===== src/rtl/cal_ctrl_pkg.sv =====
// Package for the calibration control register bank.
// Assumes one 100 MHz system clock and a byte-wide register access port.
package cal_ctrl_pkg;

  ////////////////////////////////////////////////////////////////////////////
  // Register offsets.
  localparam logic [7:0] offset_averaging_config_addr          = 8'h68;
  localparam logic [7:0] calibration_progress_flags_addr       = 8'h6a;
  localparam logic [7:0] calibration_pin_setup_addr            = 8'h6b;
  localparam logic [7:0] software_calibration_trigger_addr     = 8'h6c;
  localparam logic [7:0] low_power_background_calibration_addr = 8'h6e;

  ////////////////////////////////////////////////////////////////////////////
  // Reset values.
  localparam logic [7:0] offset_averaging_config_rst          = 8'h61;
  localparam logic [7:0] calibration_pin_setup_rst            = 8'h00;
  localparam logic [7:0] software_calibration_trigger_rst     = 8'h01;
  localparam logic [7:0] low_power_background_calibration_rst = 8'h88;
  localparam logic [3:0] averaging_low_nibble                 = 4'h1;

  ////////////////////////////////////////////////////////////////////////////
  // Field positions.
  localparam int avg_depth_lsb   = 4;
  localparam int status_code_lsb = 2;
  localparam int stopped_bit     = 1;
  localparam int fg_complete_bit = 0;
  localparam int status_sel_lsb  = 1;
  localparam int trig_src_bit    = 0;
  localparam int soft_trig_bit   = 0;
  localparam int sleep_code_lsb  = 5;
  localparam int wake_code_lsb   = 3;
  localparam int wake_mode_bit   = 1;
  localparam int lp_enable_bit   = 0;

  ////////////////////////////////////////////////////////////////////////////
  // Low-power timing: delay = (2^exp + 1) * unit clock cycles.
  localparam int                    lp_unit_cycles = 256;
  localparam logic [7:0][5:0] sleep_exp = {6'h21, 6'h1e, 6'h1b, 6'h15,
                                           6'h15, 6'h12, 6'h0f, 6'h03};
  localparam logic [3:0][5:0] wake_exp  = {6'h18, 6'h15, 6'h12, 6'h03};

  ////////////////////////////////////////////////////////////////////////////
  // Status pin selections and sequencer states.
  localparam logic [1:0] sel_fg_complete = 2'h0;
  localparam logic [1:0] sel_stopped     = 2'h1;
  localparam logic [1:0] sel_alarm       = 2'h2;

  typedef enum logic [2:0] {
    st_idle     = 3'b000,
    st_clear    = 3'b001,
    st_fg_run   = 3'b010,
    st_done     = 3'b011,
    st_bg_run   = 3'b100,
    st_lp_sleep = 3'b101,
    st_lp_wake  = 3'b110
  } cal_state_type;

  // One register access from the serial control interface.
  typedef struct packed {
    logic       wr;
    logic       rd;
    logic [7:0] addr;
    logic [7:0] wdata;
  } reg_req_type;

  // Feedback from the calibration engine.
  typedef struct packed {
    logic       foreground_complete_flag;
    logic       bg_stopped;
    logic       bg_pass_done;
    logic       alarm;
    logic [2:0] code;
  } engine_stat_type;

endpackage


===== src/rtl/pin_level_sync.sv =====
// Three-stage synchroniser for an asynchronous pin level.
// Assumes the pin may change at any time relative to clk_sys.
`timescale 1ns/1ps
module pin_level_sync (
  // Clock and reset.
  input  wire logic clk_sys,
  input  wire logic reset_n,
  // Pin and clean level.
  input  wire logic pin_async,
  output logic      level_q
);

  logic s1_q;
  logic s2_q;
  logic s3_q;

  // The level moves only once the second and third stages agree.
  always_ff @(posedge clk_sys or negedge reset_n) begin
    if (!reset_n) begin
      s1_q    <= 1'b0;
      s2_q    <= 1'b0;
      s3_q    <= 1'b0;
      level_q <= 1'b0;
    end else begin
      s1_q <= pin_async;
      s2_q <= s1_q;
      s3_q <= s2_q;
      if (s2_q == s3_q) begin
        level_q <= s3_q;
      end
    end
  end

endmodule


===== src/rtl/cal_ctrl_regs.sv =====
// Calibration control register bank with restart and low-power sequencer.
// Assumes a serial interface front end presents one-cycle byte accesses and
// an external calibration engine answers with done and stopped indications.
`timescale 1ns/1ps
// Contract
// - A restart clears stored values, then runs foreground calibration if selected, else skips it.
// - Bits 6-4 of the averaging register set the offset averaging depth, default 6.
// - The status register is read-only with code in bits 4-2 and flags in bits 1-0.
// - The stopped flag reads 1 once background calibration halts and 0 when it resumes.
// - With background calibration off, stopped is set when foreground finishes or is skipped.
// - The foreground complete flag is set when foreground finishes or is skipped.
// - A 2-bit select in bits 2-1 drives the status pin: complete, stopped, alarm, low.
// - With trigger source 0 the software trigger bit is used and the pin is ignored.
// - With trigger source 1 the hardware trigger pin is used and the software bit ignored.
// - The software trigger bit, reset 1, acts exactly as the hardware pin would.
// - The low-power register resets to 0x88 with sleep, wake, reserved, mode and enable fields.
// - In trigger mode a sleeping converter wakes when the trigger is low, else after the delay.
// - Low-power operation acts only while background calibration is enabled.
module cal_ctrl_regs #(
  parameter int lp_unit = cal_ctrl_pkg::lp_unit_cycles
) (
  // Clock and reset.
  input  wire logic                          clk_sys,
  input  wire logic                          reset_n,
  // Register access from the serial control interface.
  input  wire cal_ctrl_pkg::reg_req_type     reg_req,
  output logic [7:0]                         reg_rdata_q,
  // Calibration configuration levels.
  input  wire logic                          cal_enable,
  input  wire logic                          foreground_run_select,
  input  wire logic                          background_recal_enable,
  // Pins.
  input  wire logic                          hardware_trigger_pin,
  output logic                               calibration_status_pin_q,
  // Calibration engine.
  input  wire cal_ctrl_pkg::engine_stat_type engine,
  output logic                               clear_values_q,
  output logic                               fg_start_q,
  output logic                               bg_run_q,
  output logic                               adc_sleep_q,
  output logic                               cal_trigger_q,
  output logic [2:0]                         offset_averaging_depth_q
);

  ////////////////////////////////////////////////////////////////////////////
  // Declarations.
  logic [7:0] avg_q, pin_q, soft_q, lp_q;
  logic       fg_complete_q, stopped_q, cal_en_q;
  logic [2:0] code_q;
  logic [47:0] cnt_q, cnt_d;
  logic       hw_level;
  cal_ctrl_pkg::cal_state_type state_q, state_d;

  // Delay in cycles for a power-of-two exponent.
  function automatic logic [47:0] lp_cycles(input logic [5:0] e);
    lp_cycles = ((48'h1 << e) + 48'h1) * 48'(lp_unit);
  endfunction

  pin_level_sync trig_sync (
    .clk_sys   (clk_sys),
    .reset_n   (reset_n),
    .pin_async (hardware_trigger_pin),
    .level_q   (hw_level)
  );

  ////////////////////////////////////////////////////////////////////////////
  // Field decode and sequencer events.
  wire        hit_avg   = reg_req.addr == cal_ctrl_pkg::offset_averaging_config_addr;
  wire        hit_stat  = reg_req.addr == cal_ctrl_pkg::calibration_progress_flags_addr;
  wire        hit_pin   = reg_req.addr == cal_ctrl_pkg::calibration_pin_setup_addr;
  wire        hit_soft  = reg_req.addr == cal_ctrl_pkg::software_calibration_trigger_addr;
  wire        hit_lp    = reg_req.addr == cal_ctrl_pkg::low_power_background_calibration_addr;
  wire [1:0]  pin_sel   = pin_q[cal_ctrl_pkg::status_sel_lsb +: 2];
  wire        trig_src  = pin_q[cal_ctrl_pkg::trig_src_bit];
  wire        soft_bit  = soft_q[cal_ctrl_pkg::soft_trig_bit];
  wire [2:0]  sleep_cd  = lp_q[cal_ctrl_pkg::sleep_code_lsb +: 3];
  wire [1:0]  wake_cd   = lp_q[cal_ctrl_pkg::wake_code_lsb +: 2];
  wire        wake_mode = lp_q[cal_ctrl_pkg::wake_mode_bit];
  wire        lp_active = lp_q[cal_ctrl_pkg::lp_enable_bit] & background_recal_enable;
  wire        restart   = cal_enable & ~cal_en_q;
  wire        fg_skip   = (state_q == cal_ctrl_pkg::st_clear) & ~foreground_run_select;
  wire        fg_finish = (state_q == cal_ctrl_pkg::st_fg_run) & engine.foreground_complete_flag;
  wire        fg_event  = fg_skip | fg_finish;
  wire        trig_sel  = trig_src ? hw_level : soft_bit;
  wire        status_mux = (pin_sel == cal_ctrl_pkg::sel_fg_complete) ? fg_complete_q :
                           (pin_sel == cal_ctrl_pkg::sel_stopped)     ? stopped_q :
                           (pin_sel == cal_ctrl_pkg::sel_alarm)       ? engine.alarm :
                           1'b0;
  wire [7:0]  stat_word = {3'h0, code_q, stopped_q, fg_complete_q};
  wire [7:0]  rd_word   = hit_avg  ? {avg_q[7:4], cal_ctrl_pkg::averaging_low_nibble} :
                          hit_stat ? stat_word :
                          hit_pin  ? pin_q :
                          hit_soft ? soft_q :
                          hit_lp   ? lp_q : 8'h00;

  ////////////////////////////////////////////////////////////////////////////
  // Sequencer next state: restart, foreground, background and low-power sleep.
  always_comb begin
    state_d = state_q;
    cnt_d   = (cnt_q != 48'h0) ? cnt_q - 48'h1 : cnt_q;
    case (state_q)
      cal_ctrl_pkg::st_idle: begin
        if (restart) begin
          state_d = cal_ctrl_pkg::st_clear;
        end
      end
      cal_ctrl_pkg::st_clear: begin
        if (foreground_run_select) begin
          state_d = cal_ctrl_pkg::st_fg_run;
        end else begin
          state_d = background_recal_enable ? cal_ctrl_pkg::st_bg_run : cal_ctrl_pkg::st_done;
        end
      end
      cal_ctrl_pkg::st_fg_run: begin
        if (engine.foreground_complete_flag) begin
          state_d = background_recal_enable ? cal_ctrl_pkg::st_bg_run : cal_ctrl_pkg::st_done;
        end
      end
      cal_ctrl_pkg::st_bg_run: begin
        if (lp_active && engine.bg_pass_done) begin
          state_d = cal_ctrl_pkg::st_lp_sleep;
          cnt_d   = lp_cycles(cal_ctrl_pkg::sleep_exp[sleep_cd]);
        end
      end
      cal_ctrl_pkg::st_lp_sleep: begin
        if (!lp_active) begin
          state_d = cal_ctrl_pkg::st_bg_run;
        end else if (wake_mode ? !cal_trigger_q : (cnt_q <= 48'h1)) begin
          state_d = cal_ctrl_pkg::st_lp_wake;
          cnt_d   = lp_cycles(cal_ctrl_pkg::wake_exp[wake_cd]);
        end
      end
      cal_ctrl_pkg::st_lp_wake: begin
        if (cnt_q <= 48'h1) begin
          state_d = cal_ctrl_pkg::st_bg_run;
        end
      end
      default: begin
        state_d = cal_ctrl_pkg::st_idle;
      end
    endcase
    if (!cal_enable) begin
      state_d = cal_ctrl_pkg::st_idle;
    end
  end

  ////////////////////////////////////////////////////////////////////////////
  // Sequencer registers and engine controls.
  always_ff @(posedge clk_sys or negedge reset_n) begin
    if (!reset_n) begin
      state_q        <= cal_ctrl_pkg::st_idle;
      cnt_q          <= 48'h0;
      cal_en_q       <= 1'b0;
      clear_values_q <= 1'b0;
      fg_start_q     <= 1'b0;
      bg_run_q       <= 1'b0;
      adc_sleep_q    <= 1'b0;
    end else begin
      state_q        <= state_d;
      cnt_q          <= cnt_d;
      cal_en_q       <= cal_enable;
      clear_values_q <= state_d == cal_ctrl_pkg::st_clear;
      fg_start_q     <= (state_q == cal_ctrl_pkg::st_clear) & foreground_run_select;
      bg_run_q       <= state_d == cal_ctrl_pkg::st_bg_run;
      adc_sleep_q    <= state_d == cal_ctrl_pkg::st_lp_sleep;
    end
  end

  ////////////////////////////////////////////////////////////////////////////
  // Status flags; a completion event wins over the restart clear.
  always_ff @(posedge clk_sys or negedge reset_n) begin
    if (!reset_n) begin
      fg_complete_q <= 1'b0;
      stopped_q     <= 1'b0;
      code_q        <= 3'h0;
    end else begin
      code_q <= engine.code;
      if (fg_event) begin
        fg_complete_q <= 1'b1;
      end else if (state_d == cal_ctrl_pkg::st_clear) begin
        fg_complete_q <= 1'b0;
      end
      if (fg_event && !background_recal_enable) begin
        stopped_q <= 1'b1;
      end else if (background_recal_enable && state_q == cal_ctrl_pkg::st_bg_run) begin
        stopped_q <= engine.bg_stopped;
      end else if (state_d == cal_ctrl_pkg::st_clear) begin
        stopped_q <= 1'b0;
      end
    end
  end

  ////////////////////////////////////////////////////////////////////////////
  // Register writes, read data, trigger and status pin.
  always_ff @(posedge clk_sys or negedge reset_n) begin
    if (!reset_n) begin
      avg_q                    <= cal_ctrl_pkg::offset_averaging_config_rst;
      pin_q                    <= cal_ctrl_pkg::calibration_pin_setup_rst;
      soft_q                   <= cal_ctrl_pkg::software_calibration_trigger_rst;
      lp_q                     <= cal_ctrl_pkg::low_power_background_calibration_rst;
      reg_rdata_q              <= 8'h00;
      cal_trigger_q            <= 1'b0;
      calibration_status_pin_q <= 1'b0;
      offset_averaging_depth_q <=
        cal_ctrl_pkg::offset_averaging_config_rst[cal_ctrl_pkg::avg_depth_lsb +: 3];
    end else begin
      if (reg_req.wr && hit_avg) avg_q <= reg_req.wdata;
      if (reg_req.wr && hit_pin) pin_q <= reg_req.wdata;
      if (reg_req.wr && hit_soft) soft_q <= reg_req.wdata;
      if (reg_req.wr && hit_lp) lp_q <= reg_req.wdata;
      if (reg_req.rd) reg_rdata_q <= rd_word;
      cal_trigger_q            <= trig_sel;
      calibration_status_pin_q <= status_mux;
      offset_averaging_depth_q <= avg_q[cal_ctrl_pkg::avg_depth_lsb +: 3];
    end
  end
endmodule


===== config.mk =====
export PLATFORM = sky130hd
export DESIGN_NAME = cal_ctrl_regs
export DESIGN_NICKNAME = d
export VERILOG_FILES = /design/src/rtl/cal_ctrl_pkg.sv /design/src/rtl/pin_level_sync.sv /design/src/rtl/cal_ctrl_regs.sv
export SDC_FILE = /design/constraint.sdc
export NUM_CORES = 1
export LEC_CHECK = 0
export ABC_AREA = 0
export ABC_CLOCK_PERIOD_IN_PS = 3400
export BUFFER_PORTS_ARGS = -buffer_cell sky130_fd_sc_hd__buf_2
export CAP_MARGIN = 25
export CORE_UTILIZATION = 61
export CTS_BUF_LIST = sky130_fd_sc_hd__clkbuf_4 sky130_fd_sc_hd__clkbuf_8
export CTS_CLUSTER_DIAMETER = 60
export CTS_CLUSTER_SIZE = 10
export DETAILED_ROUTE_END_ITERATION = 12
export HOLD_SLACK_MARGIN = 0.15
export PLACE_DENSITY = 0.93
export SYNTH_ARGS = -nofsm -noshare
export SYNTH_HDL_FRONTEND = slang
export SYNTH_SLANG_ARGS = --single-unit

===== constraint.sdc =====
create_clock -name clk_sys -period 3.4 [get_ports clk_sys]
set_input_delay 0.34 -clock clk_sys [delete_from_list [all_inputs] [get_ports clk_sys]]
set_output_delay 0.34 -clock clk_sys [all_outputs]
set_load 0.05 [all_outputs]

======== Word-level counts from Yosys, hierarchy flattened ========
Memories as Yosys holds them, arrays and structs flattened.
Index checks and enable logic that the tools add are counted.
storage, ports and cells
  bits of input ports ..................... 31
  logic and storage cells ................. 101
  memories kept ........................... 1
  bits in read-only memories .............. 48
  register bits after elaboration ......... 110
  output and inout bits ................... 17
cells by class
  magnitude comparators ................... 3
  reduce and logical (&&, ||, !) cells .... 14
  bitwise operators ....................... 8
  equality and inequality tests ........... 16
  multiplexer cells ....................... 32
  shifts and indexed selects .............. 2
  add/subtract/negate cells ............... 3
memory list
  name             words  width  rd ports  clocked after Yosys merged registers in  wr ports  RTL line              source
  (no name shown)  8      6      1         0                                        0         cal_ctrl_regs.sv:122  cnt_d = lp_cycles(cal_ctrl_pkg::sleep_exp[sleep_cd]);
operators by type and width
  cell                                                              number
  two-way mux 48 bit                                                4
  case mux 48 bit (2 select lines)                                  1
  adder 40 x 1 -> 40 bit (second input constant)                    2
  left shift 1 x 6 -> 40 bit (first input constant)                 2
  less-or-equal comparator 48 x 1 -> 1 bit (second input constant)  1
  nonzero test 48 bit                                               1
  subtractor 48 x 1 -> 48 bit (second input constant)               1
  == test 8 x 7 -> 1 bit (second input constant)                    5
  two-way mux 8 bit                                                 5
  two-way mux 3 bit                                                 9
  case mux 3 bit (6 select lines)                                   1
  == test 3 bit (second input constant)                             5
  binary-select mux 6 bit (select 2 bit)                            1
  two-way mux 6 bit                                                 2
  two-way mux 1 bit                                                 9
  logical AND 1 bit                                                 7
  == test 3 x 1 -> 1 bit (second input constant)                    2
  AND 1 bit                                                         5
  < comparator 3 x 4 -> 1 bit (second input constant)               1
  == test 3 x 2 -> 1 bit (second input constant)                    1
  zero test 3 bit                                                   1
  < comparator 2 x 3 -> 1 bit (second input constant)               1
  nonzero test 3 bit                                                1
  == test 2 x 1 -> 1 bit (second input constant)                    1
  7 further kinds                                                   9

======== Logic depth before layout (Yosys ltp) ========
Gate-level depths: netlist of run 1.
  depth after elaboration ................. 10
  gate-level depth with buffers ........... 11
  gate-level depth less buffers ........... 11

======== By module ========
Synthesis of run 1 repeated with hierarchy kept, for this count alone.
second synthesis, totals
  cells, all modules ...................... 551
  area total of the unflattened synthesis .. 5497.8 µm²
modules (own cells, without submodules)
  module          sequential area each (µm²)  area each (µm²)  instances  cells an instance
  cal_ctrl_regs   2561.2                      5386.4           1          546
  pin_level_sync  100.1                       111.4            1          5

======== Least setup slack after synthesis of run 1 ========
OpenSTA, ideal clock, no wires.
  path type ............................... register to register
  from .................................... reg cnt_q[32]
  to ...................................... reg cnt_q[44]
  library setup time ...................... 0.129 ns
  arrival ................................. 2.327 ns
  required time ........................... 3.271 ns
  period minus slack after synthesis ...... 2.456 ns
  buffers on the path ..................... 0
  slack ................................... 0.944 ns
  stages on the path, launching flop included .. 7
  cells stage by stage .................... dfrtp_1 -> or4_4 -> or4_4 -> or4_4 -> nor3_2 -> xnor2_1 -> o22ai_2
between the ends
  cells in the longest elaborated chain, start to end .. 5
  elaborated cells between the ends (all ways) .. 9
  classes of those cells .................. 1 x add/sub; 1 x order compare; 6 x mux; 1 x reduce/logical
ends and longest elaborated chain
  what                                                     RTL line                                    source
  from (decl)                                              cal_ctrl_regs.sv:50                         logic [47:0] cnt_q, cnt_d;
  from (signal assigned)                                   cal_ctrl_regs.sv:160                        cnt_q <= cnt_d;
  subtractor 48 x 1 -> 48 bit (tied with other cells)      cal_ctrl_regs.sv:100                        cnt_d = (cnt_q != 48'h0) ? cnt_q - 48'h1 : cnt_q;
  two-way mux 48 bit or two-way mux 1 bit (tied branches)  cal_ctrl_regs.sv:100, cal_ctrl_regs.sv:128
  two-way mux 48 bit                                       cal_ctrl_regs.sv:128                        end else if (wake_mode ? !cal_trigger_q : (cnt_q <= 48'h1)) begin
  two-way mux 48 bit                                       cal_ctrl_regs.sv:126                        if (!lp_active) begin
  case mux 48 bit (2 select lines) (*)                     cal_ctrl_regs.sv:101                        case (state_q)
  via cnt_d[44]                                            cal_ctrl_regs.sv:50
Mark *: on every way through the listed nets, which the timed path passes. The rest lies on a longest branch.
A chain may end at the register's enable or synchronous reset.

======== Worst setup path after layout of run 1 ========
  from .................................... reg cnt_q[4]
  to ...................................... reg cnt_q[18]
Same word-level chain as after synthesis.

==> results by group, run 1 <==
Place
  • # port buffers: 47
  • Estimated wirelength of the detail-placed design: 10,200 µm
  • Pre-CTS setup slack: 0.587 ns
  • Final estimated routing congestion in global placement: just over 1

STA
  • Share of the clock period used by the worst path: 85.0%
  • Skew final: 0.00850 ns
  • Worst slew pin tran: 0.889 ns
  • Number of failing hold endpoints at the final stage: 0
  • Min setup slack post-route: 0.510 ns
  • Worst hold slack: between 0.2 and 0.25 ns
  • Final Setup Violations: 0
  • Setup tns final: 0 ns
  • Clock period minus worst slack: roughly 2.9 ns
  • Peak Freq: 346 MHz
  • RSZ-0062 raised after global routing: false
  • Rel. slew slack: 39.9%
  • Number of slew-limit violations in the final report: 0

Synthesis
  • Number of standard cells after synthesis: 570
  • Most area-hungry cell type in the Yosys netlist: dfrtp_1
  • Multiplexer share of the synthesized area: ~7.8%
  • Fraction of synthesized cell area in xor and xnor cells: under 10%
  • Mapped cell area: 5710 µm²
  • Synth top area cells: dfrtp_1 (43%), mux2_2 (5.5%), xnor2_1 (4.1%)
  • Main combinational cell family by area after synthesis: simple AND/OR/NAND/NOR gates
  • List of most frequent post-synthesis cells: dfrtp_1 (99), nor2_1 (55), nand2_1 (35)
  • Async set-or-reset flop fraction in the synthesized netlist: 100%
  • Fraction of synthesized cell area taken by the top area cell type: a little over two fifths
  • Portion of the post-synthesis area used by sequential elements: 46.6%
  • Post-Syn Area per Cell: ~10 µm²
  • Primary flip-flop cell chosen by synthesis mapping: dfrtp_1
  • Synth Area in Compound Gates: 10.8%
  • Library cells used by synthesis: 60
  • Number of enable-type register cells in the synthesized netlist: 0
  • Adder and majority cell fraction of the synthesized area: between 2 and 2.5%
  • Flops & latches, synth: 106
  • Synth Area in Simple Gates: between 20% and 30%
  • Cell with the most instances after synthesis: dfrtp_1
  • Synthesis Warnings: 0

Setup path
  • FF-to-FF path depth: 7
  • Worst path required time: 3.66 ns
  • Crit path capture type: flop
  • Endpoint of the worst register-to-register path: cnt_q[18]
  • Kind of start point of the critical path: flop
  • Worst EP arrival: 3.15 ns
  • Maximum fanout along the worst path: 29
  • Register-to-register setup slack: 0.51 ns
  • Start-to-end type of the worst setup path: reg2reg
  • Reg-to-reg startpoint: cnt_q[4]
  • Startpoint of the worst setup timing path: cnt_q[4]

Clocking
  • Worst-case clock buffer depth: 2
  • Library cell used as clock root buffer: clkbuf_8
  • Insertion delay to the later sink of the worst-skew pair: 0.39 ns
  • Hold buffers post-CTS: 6
  • Number of buffers added by the clock tree synthesis step: 9
  • Clock tree from TritonCTS: yes
  • Clock-pin slew on the worst setup and hold paths: ~0.11 ns
  • Number of sinks driven by the clock tree: ~110
  • Total setup buffers inserted after CTS: 0
  • CTS H-tree depth: 3
  • PostCTS Resize Cnt: 0

GRT
  • Wire length of the first global-routing pass: 23,200 µm
  • Initial antenna violation count: 0
  • Total global-route track usage: 30.5%
  • Global route total overflow: 0
  • Largest net degree at the start of global routing: 56
  • Number of global-route vias before repair: 4,772

Hold path
  • Hold path startpoint: reg_req[3]
  • Hold Path End: soft_q[3]
  • Number of cells traversed by the worst hold path: 2
  • Class of the tightest hold or removal check: in2reg

Floorplanning
  • Full die area: 9750 µm²
  • Number of ports placed on the die boundary: 48
  • Die Span Y: about 99 µm
  • Placeable core region: between 8000 and 9000 µm²
  • Chip width: 98.7 µm
  • Standard-cell row count: 34
  • Effective utilization at floorplan: 64.2%

Drt
  • First drt pass iteration count: 7
  • Via/cell ratio: about 6.7
  • Routed wirelength normalized by instance count: 19.9 µm
  • Starting DRT DRC Count: 423
  • Total Routed Length: 14,400 µm
  • Number of DRC violations after detailed routing: 0
  • Via count: 4,834
  • Antenna viol nets, final: 0

Finish
  • Count of antenna diodes in the layout: 0
  • Number of nets in the layout: 650
  • Area Growth Syn to Fin: 9.97%
  • Ratio of cells with drive above 1 in the final layout: 19.0%

Run status
  • Result of the run: completed

Pwr
  • Static Leakage: 2.35 nW
  • Peak supply drop: 0.000305 V
  • Power density over cell area: 405 nW/µm²

Flow run
  • Max capacitance violation total: 0
-- worst max-delay path by stage --
stage / endpoint / slack, ns / cells after the start
after floorplan: cnt_q[44] / 0.94 / 6
final: cnt_q[18] / 0.51 / 7
after detailed placement: cnt_q[18] / 0.59 / 7
after global routing: cnt_q[18] / 0.39 / 7
after global placement: cnt_q[23] / 0.71 / 7
after CTS: cnt_q[18] / 0.57 / 7
-- power by group --
| group | total [W] | internal [W] | switching (W) |
|---|---|---|---|
| registers | 0.00144 | 0.00135 | 0.0000909 |
| logic | 0.000330 | 0.000125 | 0.000205 |
| clock network | 0.000774 | 0.000286 | 0.000487 |
| total | 0.00254 | 0.00176 | 0.000783 |
-- flip-flops by register name (all words and copies together) (netlist names), 4 cells and up --
| register | cells |
|---|---|
| soft_q | 8 |
| cnt_q | 48 |
| reg_rdata_q | 8 |
| pin_q | 8 |
| avg_q | 4 |
| lp_q | 8 |
-- metrics by stage --
step | total power [W] | cells | instance area (µm²) | utilization, %
floorplan | 0.00165 | 571 | 5710 | -
global placement | 0.00175 | 701 | 6020 | 67.7
detailed placement | 0.00177 | 701 | 6020 | 67.7
CTS | 0.00254 | 723 | 6280 | 70.6
global route | 0.00262 | 723 | 6280 | 70.6
finish | 0.00254 | 723 | 6280 | 70.6
-- layer usage --
metal / global-route usage (%) / routed length (µm) / vias up / share of wire (%)
li1: - / - / 2169 / -
met1: 37.1 / 5610 / 2337 / 39
met2: 51.2 / 6990 / 270 / 49
met3: 7.87 / 1220 / 58 / 8.5
met4: 14.2 / 559 / 0 / 3.9
met5: 0 / 0 / - / 0
-- layout make-up --
type | instances | area [µm²]
inverters | 13 | 48.8
well taps | 108 | 135
fillers | 614 | 2610
flip-flops and latches | 106 | 2660
clock inverters | 7 | 75.1
repair buffers | 56 | 345
clock buffers | 9 | 124
multi-input cells | 424 | 2890
-- cell usage in the layout (no fill, tap or decap), drive strengths merged, types with 3 or more instances in the layout --
cell and count:
clkbuf 9, mux2 28, nor3 25, o32ai 8
a21oi 11, dfstp 7, nor4 26, nor2 55
or4 12, ha 9, o21a 4, or2 4
a22oi 5, o21ai 14, and3 3, o221ai 4
clkinv 4, nand3b 6, mux2i 13, nand2 36
xnor2 27, xor2 19, or3 8, dfrtp 99
a22o 3, nand3 24, nand2b 8, nor2b 7
inv 15, and4 3, dlygate4sd3 6, buf 50
o22ai 21, a32o 3, nand4 10
-- critical path: stages, from the launching register on --
cell and delay, ns:
dfrtp_1 0.45, or4_1 0.67, nor4_2 0.45, nand4_1 0.21, a21o_1 0.31, nand2_2 0.32
buf_12 0.23, o22ai_1 0.12
-- cell families after synthesis --
family / Yosys count
and+or+nand+nor: 237
DFF: 106
AOI/OAI and AO/OA: 88
xor gates and xnor gates: 46
muxes: 41
buffers and inverters: 41
adders and majority gates: 10
other: 1
(Power assumes the default switching activity.)
==> run 2: changes to the inputs <==
- PLACE_DENSITY: 0.93 -> 0.84
==> results by group, run 2 (synthesis gave the netlist of run 1 again) <==
Finish
  • Multi-input gate area in the final layout: 2890 µm²
  • Max reg flops: 48
  • Finished Layout Cells: 727
  • Number of fill cells in the layout: between 600 and 700
  • Number of nets in the layout: 654
  • Area Growth Syn to Fin: 10.5%
  • Largest register by flop count: cnt_q
  • Ratio of cells with drive above 1 in the final layout: 19.5%
  • Leading cell types in the layout, fill and taps excluded: dfrtp_1 (99), nor2_1 (55), buf_2 (46)
  • Count of antenna diodes in the layout: 0
  • Area taken by flip-flops and latches: 2660 µm²
  • Most common cell after layout, fill and taps aside: dfrtp_1

GRT
  • Met3 demand-to-capacity share in global routing: a little under 6%
  • Met2 global-route usage: 48.4%
  • Total global-route track usage: 30.1%
  • Met1 usage in global routing: 39.5%
  • Initial antenna violation count: 0
  • Wire length of the first global-routing pass: 23,000 µm
  • Number of global-route vias before repair: 4,703
  • Global route total overflow: 0
  • Busiest layer in global routing: met2
  • Largest net degree at the start of global routing: 70

Clocking
  • CTS H-tree depth: 3
  • Number of sinks driven by the clock tree: 106
  • Number of buffers added by the clock tree synthesis step: 9
  • PostCTS Resize Cnt: 0
  • Clock tree from TritonCTS: yes
  • Insertion delay to the later sink of the worst-skew pair: 0.38 ns
  • Clock-pin slew on the worst setup and hold paths: about 0.1 ns
  • Library cell used as clock root buffer: clkbuf_8
  • Worst-case clock buffer depth: 2

Floorplanning
  • Effective utilization at floorplan: 64.2%
  • Die Span Y: 98.7 µm
  • Number of ports placed on the die boundary: 48
  • Placeable core region: 8890 µm²
  • Chip width: 98.7 µm
  • Full die area: slightly below 10,000 µm²
  • Standard-cell row count: 34

Hold path
  • Class of the tightest hold or removal check: in2reg

Place
  • Estimated wirelength of the detail-placed design: 10,000 µm
  • Inst Count DP: 705
  • # port buffers: 47
  • Final estimated routing congestion in global placement: 0.984

Setup path
  • Delay of the slowest critical-path stage: 0.65 ns
  • Worst EP arrival: approximately 3.1 ns
  • Cell with the largest stage delay on the worst path: or4_1
  • Worst path required time: 3.65 ns
  • Family with the most delay on the worst path: simple AND/OR/NAND/NOR gates
  • Kind of start point of the critical path: flop
  • Maximum fanout along the worst path: 40
  • Crit path capture type: flop
  • Start-to-end type of the worst setup path: reg2reg
  • Buf+Inv Stages, Crit Path: 1
  • Cells along the critical path: or4_1 -> nor4_2 -> nand4_1 -> a21o_1 -> nand2_2 -> buf_12 -> o221ai_1

Drt
  • Starting DRT DRC Count: about 470
  • First drt pass iteration count: 5
  • Routed wirelength normalized by instance count: 19.4 µm
  • Number of DRC violations after detailed routing: 0
  • Via count: roughly 4,800
  • Total Routed Length: about 14,000 µm
  • Antenna viol nets, final: 0
  • Via/cell ratio: ~6.7

STA
  • Skew final: 0.0127 ns
  • Worst slew pin tran: 0.861 ns
  • Number of slew-limit violations in the final report: 0
  • Final Setup Violations: 0
  • Number of failing hold endpoints at the final stage: 0
  • Share of the clock period used by the worst path: 84.7%
  • Clock period minus worst slack: slightly below 3 ns
  • Peak Freq: 347 MHz
  • Rel. slew slack: 42.6%
  • Setup tns final: 0 ns
  • RSZ-0062 raised after global routing: false

Pwr
  • Static Leakage: 2.38 nW
  • Power density over cell area: 412 nW/µm²
  • Peak supply drop: around 0.00028 V

Run status
  • Result of the run: completed

Flow run
  • Max capacitance violation total: 0
run 2: path summary, 6_finish.rpt:
path / slack [ns] / cells past startpoint / startpoint / endpoint
min: 0.20 / 3 / engine[3] / calibration_status_pin_q
max reg2reg: 0.52 / 7 / cnt_q[4] / cnt_q[29]
max: 0.52 / 7 / cnt_q[4] / cnt_q[29]
min reg2reg: 0.36 / 0 / trig_sync.s1_q / trig_sync.s2_q
max in group asynchronous: 1.95 / 3 / reset_n / avg_q[6]
min in group asynchronous: 0.60 / 2 / reset_n / cnt_q[43]
run 2: timing repair:
action | in CTS | in global routing
hold buffers | 6 | 0
hold endpoints to repair | 70 | 0
buffers inserted | 0 | 0
run 2: tightest hold or removal path, cell delays in order:
cell and delay, ns:
buf_2 0.08, nand3b_1 0.06, o21ai_0 0.06
run 2: final cells by class:
cell class | count | share of cell area [%]
Multi-Input combinational cell | 424 | 45.8
Clock buffer | 9 | 1.96
Clock inverter | 7 | 1.43
Inverter | 13 | 0.773
Sequential cell | 106 | 42.2
Tap cell | 108 | 2.14
Timing Repair Buffer | 60 | 5.75
run 2: through the flow:
stage / utilization (%) / cell area, µm² / power [W] / hold slack, ns / setup WS, ns
after detailed placement: 67.9 / 6040 / 0.00177 / 0.339 / 0.600
after global placement: 67.9 / 6040 / 0.00175 / 0.335 / 0.677
after global routing: 71.0 / 6310 / 0.00269 / 0.204 / 0.386
final: 71.0 / 6310 / 0.00260 / 0.203 / 0.520
after floorplan: - / 5710 / 0.00165 / 0.0444 / 0.944
after CTS: 71.0 / 6310 / 0.00261 / 0.194 / 0.538
run 2: layer usage:
layer | share of wire [%] | up-vias
met5 | 0 | -
met4 | 3.4 | 0
met3 | 7.4 | 44
met2 | 47 | 241
met1 | 42 | 2375
li1 | - | 2182
run 2: where the power goes:
group / internal [W] / total (W) / switching, W
clock network: 0.000363 / 0.000838 / 0.000475
logic: 0.000124 / 0.000325 / 0.000201
registers: 0.00135 / 0.00144 / 0.0000912
==> run 3: changes to the inputs <==
- ABC_CLOCK_PERIOD_IN_PS: 3400 -> 2500
- CORE_UTILIZATION: 61 -> 56
- PLACE_DENSITY: 0.84 -> 0.81
- clock period: 3.4 -> 2.5 ns (I/O delays scaled with it)
==> results by group, run 3 (synthesis gave the netlist of run 1 again) <==
Clocking
  • Clock tree from TritonCTS: yes
  • Number of sinks driven by the clock tree: 106
  • Library cell used as clock root buffer: clkbuf_8
  • Clock-pin slew on the worst setup and hold paths: 0.10 ns
  • Number of buffers added by the clock tree synthesis step: 9
  • Insertion delay to the later sink of the worst-skew pair: a little under 0.4 ns
  • Worst-case clock buffer depth: 2
  • CTS H-tree depth: 3

STA
  • Min setup slack post-route: -0.0000884 ns
  • RSZ-0062 raised after global routing: true
  • Number of failing hold endpoints at the final stage: 0
  • Worst slew pin tran: 0.546 ns
  • Rel. slew slack: between 60% and 70%
  • Worst hold slack: 0.171 ns
  • Clock period minus worst slack: 2.50 ns
  • Peak Freq: 400 MHz
  • Final Setup Violations: 1
  • Setup tns final: -0.0000884 ns
  • Share of the clock period used by the worst path: 100%
  • Number of slew-limit violations in the final report: 0
  • Skew final: 0.0170 ns

Setup path
  • Worst EP arrival: 2.77 ns
  • Delay of the slowest critical-path stage: 0.54 ns
  • Kind of start point of the critical path: flop
  • Endpoint of the worst register-to-register path: cnt_q[44]
  • Most common cell on crit path: or4_4
  • Cells along the critical path: or4_4 -> or4_4 -> or4_4 -> nor3_4 -> xnor2_1 -> o22ai_2
  • Worst path required time: roughly 2.8 ns
  • Maximum fanout along the worst path: 3
  • Register-to-register setup slack: -0.00009 ns
  • FF-to-FF path depth: 6
  • Cell with the largest stage delay on the worst path: or4_4
  • Reg-to-reg startpoint: cnt_q[26]
  • Crit path capture type: flop
  • Start-to-end type of the worst setup path: reg2reg

Finish
  • Area Growth Syn to Fin: 20.1%
  • Number of fill cells in the layout: 731
  • Leading cell types in the layout, fill and taps excluded: dfrtp_1 (98), nor2_1 (55), buf_2 (46)
  • Ratio of cells with drive above 1 in the final layout: 26.6%
  • Finished Layout Cells: 803
  • Largest register by flop count: cnt_q
  • Max reg flops: 48
  • Most common cell after layout, fill and taps aside: dfrtp_1
  • Count of antenna diodes in the layout: 0
  • Number of nets in the layout: 705

GRT
  • Initial antenna violation count: 0
  • Number of global-route vias before repair: 4,873
  • Wire length of the first global-routing pass: 24,300 µm
  • Global route total overflow: 0
  • Largest net degree at the start of global routing: 46
  • Total global-route track usage: between 30% and 40%

Run status
  • Result of the run: complete, but fails checks
  • Failing checks: setup timing

Floorplanning
  • Chip width: slightly above 100 µm
  • Placeable core region: 9820 µm²
  • Full die area: 10,600 µm²
  • Die Span Y: 103 µm
  • Number of ports placed on the die boundary: 48
  • Standard-cell row count: 36
  • Effective utilization at floorplan: 58.1%

Hold path
  • Hold Path End: fg_start_q
  • Number of cells traversed by the worst hold path: 2
  • Hold path startpoint: foreground_run_select
  • Class of the tightest hold or removal check: in2reg

Drt
  • First drt pass iteration count: 5
  • Via count: 5,045
  • Antenna viol nets, final: 0
  • Via/cell ratio: about 6.3
  • Number of DRC violations after detailed routing: 0
  • Starting DRT DRC Count: 337
  • Total Routed Length: roughly 15,000 µm
  • Routed wirelength normalized by instance count: 19.2 µm

Pwr
  • Peak supply drop: 0.000285 V
  • Total power: roughly 0.0035 W
  • Power density over cell area: 510 nW/µm²
  • Static Leakage: 2.64 nW

Place
  • Final estimated routing congestion in global placement: 0.998
  • Estimated wirelength of the detail-placed design: 11,100 µm
  • # port buffers: 47
  • Inst Count DP: 769

Flow run
  • Max capacitance violation total: 0
[run 3: metal layers]
metal / track usage (%) / vias to the layer above / share of wire [%] / wire length (µm)
met5: 0 / - / 0 / 0
met4: 13.1 / 0 / 2.9 / 447
met3: 4.20 / 43 / 6.5 / 1010
met2: 48.3 / 239 / 47 / 7320
met1: 41.5 / 2482 / 43 / 6660
li1: - / 2281 / - / -
[run 3: worst max-delay path, delay by kind of cell, from the launching register on]
family | cells | cell delay (ns)
and+or+nand+nor | 4 | 1.73
xor gates and xnor gates | 1 | 0.17
DFF | 1 | 0.39
AOI/OAI and AO/OA | 1 | 0.10
[run 3: power by group]
part / internal, W / switching [W] / leakage [nW]
logic: 0.000218 / 0.000314 / 1.36
registers: 0.00183 / 0.000101 / 1.19
clock network: 0.000379 / 0.000654 / 0.0865
[run 3: repair_timing]
| action | 4_1_cts | 5_1_grt |
|---|---|---|
| hold endpoints to repair | 67 | 0 |
| setup buffers | 0 | 1 |
| hold buffers | 16 | 0 |
| endpoints found under the setup margin | 0 | 47 |
| resized for setup | 0 | 19 |
[run 3: worst max path at each step]
stage | startpoint | endpoint | slack [ns] | depth (start not counted)
2_1_floorplan | cnt_q[32] | cnt_q[44] | 0.04 | 6
3_3_place_gp | cnt_q[32] | cnt_q[44] | 0.06 | 6
3_5_place_dp | cnt_q[32] | cnt_q[44] | 0.04 | 6
4_1_cts | cnt_q[5] | cnt_q[18] | 0.004 | 7
5_1_grt | cnt_q[26] | cnt_q[44] | -0.05 | 6
6_report | cnt_q[26] | cnt_q[44] | -0.00009 | 6
[run 3: metrics by stage]
stage / setup WS [ns] / utilization [%] / cell area (µm²)
2_1_floorplan: 0.0443 / - / 5710
3_3_place_gp: 0.0582 / 65.0 / 6390
3_5_place_dp: 0.0447 / 65.0 / 6390
4_1_cts: 0.00388 / 68.6 / 6730
5_1_grt: -0.0533 / 69.8 / 6860
6_report: -0.0000884 / 69.8 / 6860
[run 3: layout make-up]
type / count / area, µm² / area share [%]
clock buffers: 9 / 124 / 1.81
clock inverters: 7 / 63.8 / 0.931
inverters: 13 / 48.8 / 0.712
multi-input cells: 424 / 2980 / 43.4
flip-flops and latches: 106 / 2660 / 38.8
well taps: 133 / 166 / 2.43
repair buffers: 111 / 813 / 11.9
